**config.mk**
```make
export PLATFORM = sky130hd
export DESIGN_NAME = ipr_prio_reg6
export DESIGN_NICKNAME = d
export VERILOG_FILES = /design/src/ipr_prio_field.v /design/src/ipr_prio_reg6.v
export VERILOG_INCLUDE_DIRS = /design/src
export SDC_FILE = /design/constraint.sdc
export NUM_CORES = 1
export LEC_CHECK = 0
export ABC_AREA = 1
export BUFFER_PORTS_ARGS = -buffer_cell sky130_fd_sc_hd__buf_2
export CAP_MARGIN = 20
export CORE_MARGIN = 4
export CORE_UTILIZATION = 29
export DETAILED_ROUTE_END_ITERATION = 10
export PLACE_DENSITY_LB_ADDON = 0.25
export SYNTH_ARGS = -nofsm -noshare
export SYNTH_HDL_FRONTEND = slang
export SYNTH_SLANG_ARGS = --single-unit
```
**constraint.sdc**
```tcl
create_clock -name clk_sys -period 1.4 [get_ports clk_sys]
set_clock_uncertainty 0.2 [all_clocks]
set_input_delay 0.07 -clock clk_sys [delete_from_list [all_inputs] [get_ports clk_sys]]
set_output_delay 0.07 -clock clk_sys [all_outputs]
set_load 0.01 [all_outputs]
```
**src/ipr_map.vh**
```
// Purpose: constants for the priority register six block
// Assumes: included by the register block and its field module
// Notes: offsets are byte addresses on the register bus
`ifndef IPR_MAP_VH
`define IPR_MAP_VH
`define IPR_OFF_PRIO6 12'h000
`define IPR_ADDR_W 12
`define IPR_FLD_W 3
`define IPR_FLD_RST 3'h4
`define IPR_FLD_OFF 3'h0
`define IPR_TX_LSB 12
`define IPR_RX_LSB 8
`define IPR_EXT2_LSB 4
`define IPR_TMR5_LSB 0
`define IPR_REG_W 16
`define IPR_MASK 16'h7777
`define IPR_HTRANS_NONSEQ 2'h2
`define IPR_HTRANS_SEQ 2'h3
`define IPR_HSIZE_WORD 3'h2
`endif

```
**src/ipr_prio_field.v**
```verilog
// Purpose: one 3-bit priority field with its request gate
// Assumes: write strobe and data from the same clock domain
// Notes: code zero masks the source entirely
`timescale 1ns/1ps
`include "ipr_map.vh"
module ipr_prio_field #(
    parameter FLD_W = `IPR_FLD_W,
    parameter [FLD_W-1:0] RST_VAL = `IPR_FLD_RST
) (
    input wire clk_sys,
    input wire nrst,
    input wire wrEn,
    input wire [FLD_W-1:0] wrData,
    input wire srcPending,
    output reg [FLD_W-1:0] level_q,
    output wire srcRequest
);
    // ----------------------------------------
    // field storage
    // ----------------------------------------
    always @(posedge clk_sys or negedge nrst) begin
        if (!nrst) begin
            level_q <= RST_VAL;
        end else if (wrEn) begin
            level_q <= wrData;
        end
    end

    // ----------------------------------------
    // request gate
    // ----------------------------------------
    // level zero disables the source
    assign srcRequest = srcPending && (level_q != `IPR_FLD_OFF);
endmodule // ipr_prio_field

```
**src/ipr_prio_reg6.v**
```verilog
// Purpose: priority register six, AHB-Lite slave, four fields
// Assumes: single clock, one word per register
// Notes: zero wait states; response always OKAY;
//   a write lands at the end of its data phase;
//   a read returns the image sampled in its address phase
`timescale 1ns/1ps
`include "ipr_map.vh"
module ipr_prio_reg6 #(
    parameter ADDR_W = `IPR_ADDR_W,
    parameter FLD_W = `IPR_FLD_W,
    parameter REG_W = `IPR_REG_W
) (
    input wire clk_sys,
    input wire nrst,
    input wire hsel,
    input wire [31:0] haddr,
    input wire [1:0] htrans,
    input wire hwrite,
    input wire [2:0] hsize,
    input wire [31:0] hwdata,
    input wire hready,
    output wire hreadyout,
    output wire hresp,
    output reg [31:0] hrdata,
    input wire txPending,
    input wire rxPending,
    input wire ext2Pending,
    input wire tmr5Pending,
    output wire [2:0] serial2TxIrqPriority,
    output wire [2:0] serial2RxIrqPriority,
    output wire [2:0] extInput2IrqPriority,
    output wire [2:0] timer5IrqPriority,
    output wire txRequest,
    output wire rxRequest,
    output wire ext2Request,
    output wire tmr5Request
);
    // ----------------------------------------
    // declarations
    // ----------------------------------------
    // address phase decode
    wire transValid;
    wire accValid;
    wire hitReg;
    wire wrAccess;
    wire rdAccess;
    // data phase write control
    reg wrPend_q;
    reg wrPend_d;
    wire wrThis;
    // write data slices, one per field
    wire [FLD_W-1:0] txWrData;
    wire [FLD_W-1:0] rxWrData;
    wire [FLD_W-1:0] ext2WrData;
    wire [FLD_W-1:0] tmr5WrData;
    // read side
    wire [REG_W-1:0] regView;
    reg [31:0] rdData_d;
    // request gating lives inside each field instance

    // ----------------------------------------
    // address phase decode
    // ----------------------------------------
    // a transfer is live on NONSEQ or SEQ with the bus ready
    assign transValid = (htrans == `IPR_HTRANS_NONSEQ)
        || (htrans == `IPR_HTRANS_SEQ);
    assign accValid = hsel && hready && transValid;
    // only the low address bits select the register, so it
    // aliases throughout the slave's address window;
    // hsize is taken as a whole word and not checked
    assign hitReg = (haddr[ADDR_W-1:0] == `IPR_OFF_PRIO6);
    assign wrAccess = accValid && hwrite && hitReg;
    assign rdAccess = accValid && !hwrite && hitReg;

    // ----------------------------------------
    // response
    // ----------------------------------------
    // no wait states and no error response;
    // a single slave with no stall needs no wait logic
    assign hreadyout = 1'b1;
    assign hresp = 1'b0;

    // ----------------------------------------
    // data phase write control
    // ----------------------------------------
    // a taken write stays pending while the bus stalls;
    // a new address phase replaces it once hready is high
    always @* begin
        wrPend_d = wrPend_q;
        if (hready) begin
            wrPend_d = wrAccess;
        end
    end

    // pending write flag, cleared by reset
    // so no stray write follows a reset
    always @(posedge clk_sys or negedge nrst) begin
        if (!nrst) begin
            wrPend_q <= 1'b0;
        end else begin
            wrPend_q <= wrPend_d;
        end
    end

    // write strobe at the end of the data phase; a read in
    // that same cycle still sees the old fields
    assign wrThis = wrPend_q && hready;

    // ----------------------------------------
    // write data slices
    // ----------------------------------------
    // spare bits are never taken, so writes to them vanish
    assign txWrData = hwdata[`IPR_TX_LSB +: FLD_W];
    assign rxWrData = hwdata[`IPR_RX_LSB +: FLD_W];
    assign ext2WrData = hwdata[`IPR_EXT2_LSB +: FLD_W];
    assign tmr5WrData = hwdata[`IPR_TMR5_LSB +: FLD_W];

    // ----------------------------------------
    // priority fields
    // ----------------------------------------
    // four identical fields; each gates its own request
    // transmitter field
    ipr_prio_field #(
        .FLD_W(FLD_W),
        .RST_VAL(`IPR_FLD_RST)
    ) uTx (
        .clk_sys(clk_sys),
        .nrst(nrst),
        .wrEn(wrThis),
        .wrData(txWrData),
        .srcPending(txPending),
        .level_q(serial2TxIrqPriority),
        .srcRequest(txRequest)
    );

    // receiver field
    ipr_prio_field #(
        .FLD_W(FLD_W),
        .RST_VAL(`IPR_FLD_RST)
    ) uRx (
        .clk_sys(clk_sys),
        .nrst(nrst),
        .wrEn(wrThis),
        .wrData(rxWrData),
        .srcPending(rxPending),
        .level_q(serial2RxIrqPriority),
        .srcRequest(rxRequest)
    );

    // external input 2 field
    ipr_prio_field #(
        .FLD_W(FLD_W),
        .RST_VAL(`IPR_FLD_RST)
    ) uExt2 (
        .clk_sys(clk_sys),
        .nrst(nrst),
        .wrEn(wrThis),
        .wrData(ext2WrData),
        .srcPending(ext2Pending),
        .level_q(extInput2IrqPriority),
        .srcRequest(ext2Request)
    );

    // timer 5 field
    ipr_prio_field #(
        .FLD_W(FLD_W),
        .RST_VAL(`IPR_FLD_RST)
    ) uTmr5 (
        .clk_sys(clk_sys),
        .nrst(nrst),
        .wrEn(wrThis),
        .wrData(tmr5WrData),
        .srcPending(tmr5Pending),
        .level_q(timer5IrqPriority),
        .srcRequest(tmr5Request)
    );

    // ----------------------------------------
    // read image
    // ----------------------------------------
    // fields at fixed places, spares forced to zero by mask
    assign regView = {1'b0, serial2TxIrqPriority, 1'b0,
        serial2RxIrqPriority, 1'b0, extInput2IrqPriority, 1'b0,
        timer5IrqPriority} & `IPR_MASK;

    // ----------------------------------------
    // read data
    // ----------------------------------------
    // next read word: register hit, unmapped zero, else hold;
    // a write hit also clears it, which no master reads
    always @* begin
        rdData_d = hrdata;
        if (rdAccess) begin
            rdData_d = {{(32-REG_W){1'b0}}, regView};
        end else if (accValid) begin
            rdData_d = 32'h00000000; // unmapped reads zero
        end
    end

    // read data registered for the data phase;
    // it stands until the next accepted transfer
    always @(posedge clk_sys or negedge nrst) begin
        if (!nrst) begin
            hrdata <= 32'h00000000;
        end else begin
            hrdata <= rdData_d;
        end
    end

endmodule // ipr_prio_reg6

```
==> flow_summary.ini, run 1 <==
[timing]
rsz0062_at_grt = true
tightestPinTransition_ps = 557.1
hold_viol_final = 0
max_freq_mhz = 729.9
max_slew_margin_pct = 62.86
setup_viol_count_final = 0
fin_hold_ws_ps = 109.5
setup_ws_ps = 29.93
min_period_ps = 1370
drv_slew = 0
period_share_pct = 97.86

[grt]
grt_pass1_vias = 1076
grt_first_pass_wirelength_mm = 5.050
antenna_found_initial = 0
grt.overflow.total = 0
grt_max_degree = 26
grt_usage_pct = 11.60

[cts]
cts.clk_slew.worst_paths_ps = 90
clk_latency_ps = 260
cts_sinks = 25
numCtsBuffers = 3
htreeDepth = 1
clock_path_buffers = 2
cts_tree = built
cts_root_buf = clkbuf_8

[yosys]
synth_cells = 124
syn_area_mm2 = 0.001323
ys_ff_latch = 25
muxShareOfSynthArea_pct = 13.06
postSynthAreaPerCell_um2 = 10.67
synthSimpleGateAreaFrac_pct = 18.73
yosys.cell_types.count = 18
synth-xor-area-share_pct = 0
ys_seq_area_share_pct = 47.68
synth_compound_gate_area_share_pct = 3.027
synth_fa_ha_area_share_pct = 0
yosys_warnings = 0
synth_top_family_by_area = simple AND/OR/NAND/NOR gates

[die]
rows = 24
core_mm2 = 0.004384
dieHeight_um = 75.53
die_x_um = 75.53
dieArea_mm2 = 0.005705
initial_core_util_pct = 30.17
num_io_pins = 128

[placed_design]
place_area_mm2 = 0.001583
io_buffer_count = 61
post-dp-hpwl_mm = 2.371
place_congestion = 0.7089
post-place-ws_ps = 94.17

[finish]
fillers = 439
num-nets-final = 289
design_area_mm2 = 0.001867
antenna_cells = 0
syn2layout_area_growth_pct = 41.15
drive_above_1_share_pct = 45.71

[detailed_routing]
wl_mm = 3.280
num_vias = 1097
wire_per_inst_um = 12.52
vias_per_cell = 4.187
drc = 0
ant_nets = 0
dr.pass1.iters = 4
initialDrtViolationCount = 35

[critical_path]
cp-start-kind = register
setup.worst_path.class = reg -> out
cp.required_ps = 1130
cp.arrival_ps = 1100
cp_max_fo = 4
end_kind = output port

[min_path]
holdCritPathClass = in -> reg

[pwr]
power_frac_clock_pct = 33.0
p_sw_uw = 308.2
power.density_mw_per_mm2 = 697.3
total_leakage_power_nw = 1.108
swShare_pct = 23.68
ir_drop_v = 0.0005461
p_seq_share_pct = 55.5
intPower_uw = 993.5
pwr-share-comb_pct = 11.5

[run]
max-cap-violations = 0

[run_status]
outcome = finished clean
layer usage:
metal | up-vias | GRT usage (%) | share of wire (%)
li1 | 544 | - | -
met5 | - | 0 | 0
met4 | 0 | 0.5825 | 0
met2 | 51 | 20.90 | 49
met3 | 0 | 4.090 | 11
met1 | 502 | 13.97 | 40
cell families after synthesis:
kind of cell    Yosys count
simple gates             52
buf+inv                  28
flops                    25
mux                      12
compound gates            5
other cells               2
registers in the layout, summed over array words and instances, names as in the netlist:
name           flops
hrdata            12
uExt2.level_q      3
uRx.level_q        3
uTmr5.level_q      3
uTx.level_q        3
wrPend_q           1
stage by stage:
stage               std cells  TNS [ps]  util [%]  power, mW
global placement          233         0     36.10     0.8469
detailed placement        233         0     36.10     0.8471
finish                    262         0     42.58      1.302
CTS                       256         0     41.38      1.321
floorplan                 144         0         -     0.8298
global route              262    -32.58     42.58      1.378
cell usage after synthesis:
library cell,number,share of area [%]
and2_2,1,0.57
buf_4,23,13
buf_6,3,2.6
clkbuf_8,1,1.0
conb_1,2,0.57
dfrtp_1,21,40
dfstp_2,4,7.9
inv_1,1,0.28
mux2_2,2,1.7
mux2_4,10,11
nand2_1,28,7.9
nand2_2,1,0.47
nand3_2,1,0.76
nand4_1,13,6.1
nor2_1,7,2.0
nor2_4,1,0.85
o21ai_0,1,0.38
o31a_1,4,2.6
power by group through the flow:
stage / sequential [mW] / clock [mW] / combinational, mW
2_1_floorplan: 0.737 / 0 / 0.0930
3_3_place_gp: 0.736 / 0 / 0.110
3_5_place_dp: 0.737 / 0 / 0.111
4_1_cts: 0.723 / 0.451 / 0.147
5_1_grt: 0.723 / 0.484 / 0.171
6_report: 0.723 / 0.430 / 0.149
cell usage in the layout, fill, tap and decap left out, drive strengths merged:
cell type	synthesis	layout
clkbuf	1	3
o21ai	1	1
mux2	12	12
o31a	4	4
dlygate4sd3	0	17
nand4	13	13
clkinv	0	1
dfrtp	21	21
nand3	1	1
nand2	29	29
and2	1	1
conb	2	22
inv	1	1
dfstp	4	4
buf	26	72
nor2	8	8
area by class of cell:
type	instances	area (µm²)	area share (%)
clock inverters	1	5.005	0.2681
clock buffers	3	41.29	2.212
well taps	52	65.06	3.485
flip-flops and latches	25	630.6	33.78
multi-input cells	91	548.0	29.36
inverters	1	3.754	0.2011
repair buffers	89	573.1	30.70
worst paths after layout:
path	depth (start not counted)	endpoint	start	slack (ps)
max	2	rxRequest	uRx.level_q[2]	30
min	7	hrdata[2]	haddr[4]	110
max reg2reg	3	uRx.level_q[1]	wrPend_q	110
min reg2reg	2	hrdata[0]	hrdata[0]	280
max in group asynchronous	2	uTx.level_q[2]	nrst	500
min in group asynchronous	2	uExt2.level_q[0]	nrst	120
critical path: stages, from the launching register on:
cell and delay (ps):
dfstp_2 570, o31a_1 140, buf_2 120
timing repair:
item                                    4_1_cts  5_1_grt
pin swaps                                     0        1
resized for setup                             0        2
endpoints found under the setup margin        2       10
gates cloned                                  0        0
hold endpoints to repair                     50        0
hold buffers                                 17        0
buffers inserted                              2        6
Power figures use the tool's default switching activity.
==> run 2: changes to the inputs <==
REMOVE_ABC_BUFFERS = 1   (was default)
==> run 2 against run 1 <==
Against the previous run: critical path depth up 3; cell area up 0.13%; clock-buffer cell count up 1.
==> flow_summary.ini, run 2 (synthesized netlist as in run 1, its figures left out) <==
[die]
dieArea_mm2 = 0.005705
num_io_pins = 128
die_x_um = 75.53
rows = 24
initial_core_util_pct = 30.17
dieHeight_um = 75.53
core_mm2 = 0.004384

[min_path]
hp-start = haddr[4]
holdCritPathClass = in -> reg

[grt]
antenna_found_initial = 0
grt_usage_pct = 11.03
grt_pass1_vias = 1024
grt_first_pass_wirelength_mm = 4.850
grt.overflow.total = 0
grt_max_degree = 26

[critical_path]
critPathLaunch = hready
cp_top_family = buffers and inverters
path_buf_inv = 3
critical-path-max-stage-delay_ps = 540
cp-start-kind = input port
r2r_start = wrPend_q
critical_path.cell_chain = dlygate4sd3_1, buf_2, nand2_2, buf_4, mux2_2
end_kind = register
crit_path_top_delay_cell = dlygate4sd3_1
cp_max_fo = 4
setup.worst_path.class = in -> reg
cp.arrival_ps = 1320
cp.required_ps = 1350

[timing]
rsz0062_at_grt = true
period_share_pct = 97.84
tightestPinTransition_ps = 567.0
max_slew_margin_pct = 62.20
drv_slew = 0
min_period_ps = 1370
max_freq_mhz = 730.1
finalSetupTns_ps = 0
setup_viol_count_final = 0
setup_ws_ps = 30.25
hold_viol_final = 0

[cts]
cts.clk_slew.worst_paths_ps = 80
clk_latency_ps = 260
cts_root_buf = clkbuf_8
clock_path_buffers = 2
cts_tree = built
htreeDepth = 1
numCtsBuffers = 3
cts_sinks = 25

[finish]
antenna_cells = 0
num-nets-final = 290
largest_reg_flops = 12
largest_register = hrdata
syn2layout_area_growth_pct = 41.34
final_cell_mix = buf_2 (61), nand2_1 (28), conb_1 (22)
final_common_cell = buf_2
drive_above_1_share_pct = 45.50

[pwr]
power.density_mw_per_mm2 = 691.4
total_leakage_power_nw = 1.096
ir_drop_v = 0.0006707
power_frac_clock_pct = 32.3
p_sw_uw = 293.1
intPower_uw = 999.4
p_seq_share_pct = 55.9
swShare_pct = 22.68
pwr-share-comb_pct = 11.8

[run]
max-cap-violations = 0

[placed_design]
post-dp-hpwl_mm = 2.254
place_congestion = 0.7048
post-place-ws_ps = 114.0
io_buffer_count = 61

[detailed_routing]
num_vias = 1097
vias_per_cell = 4.171
wire_per_inst_um = 12.21
drc = 0
initialDrtViolationCount = 28
ant_nets = 0
wl_mm = 3.212
dr.pass1.iters = 5

[run_status]
outcome = finished clean
==> run 2: timing repair <==
| action | CTS | global route |
|---|---|---|
| setup buffers | 0 | 7 |
| resized for setup | 0 | 1 |
| hold buffers | 17 | 0 |
| endpoints found under the setup margin | 0 | 13 |
| hold endpoints to repair | 50 | 0 |
==> run 2: power by group through the flow <==
stage | clock, mW | sequential (mW) | combinational, mW
floorplan | 0 | 0.737 | 0.0417
global route | 0.470 | 0.723 | 0.175
global placement | 0 | 0.736 | 0.110
detailed placement | 0 | 0.736 | 0.112
finish | 0.417 | 0.723 | 0.153
CTS | 0.434 | 0.723 | 0.149
==> run 2: worst register-to-register path: stages (launching register included) <==
cell,delay (ps)
dfrtp_1,400
nand2_2,110
buf_4,130
mux2_2,320
==> run 2: per-layer routing <==
metal / GRT usage (%) / share of wire (%)
met1: 12.88 / 40
met4: 0 / 0
met3: 2.770 / 7.5
met2: 21.48 / 52
met5: 0 / 0
==> run 2: path summary, 6_finish.rpt <==
kind / endpoint / slack [ps] / depth (start not counted)
setup / recovery: uTx.level_q[0] / 30 / 5
hold / removal: hrdata[5] / 120 / 7
setup reg to reg: uTx.level_q[0] / 130 / 3
hold reg to reg: hrdata[6] / 280 / 2
max in group asynchronous: uTx.level_q[2] / 490 / 2
min in group asynchronous: hrdata[1] / 130 / 2
==> run 2: cell type report <==
type,count,area (µm²)
clock buffer,4,45.04
timing repair buffer,90,581.8
fill,433,2515
multi-input combinational,91,543.0
inverter,1,3.754
sequential,25,630.6
tap,52,65.06
==> run 2: stage by stage <==
step | util (%) | hold slack [ps] | power [mW] | area, µm² | instances
after floorplan | - | -425.6 | 0.7785 | 1177 | 117
after global placement | 36.16 | -102.8 | 0.8469 | 1585 | 235
after detailed placement | 36.16 | -99.92 | 0.8490 | 1585 | 235
after CTS | 41.07 | 122.4 | 1.306 | 1800 | 256
after global routing | 42.64 | 138.9 | 1.368 | 1869 | 263
final | 42.64 | 123.4 | 1.292 | 1869 | 263
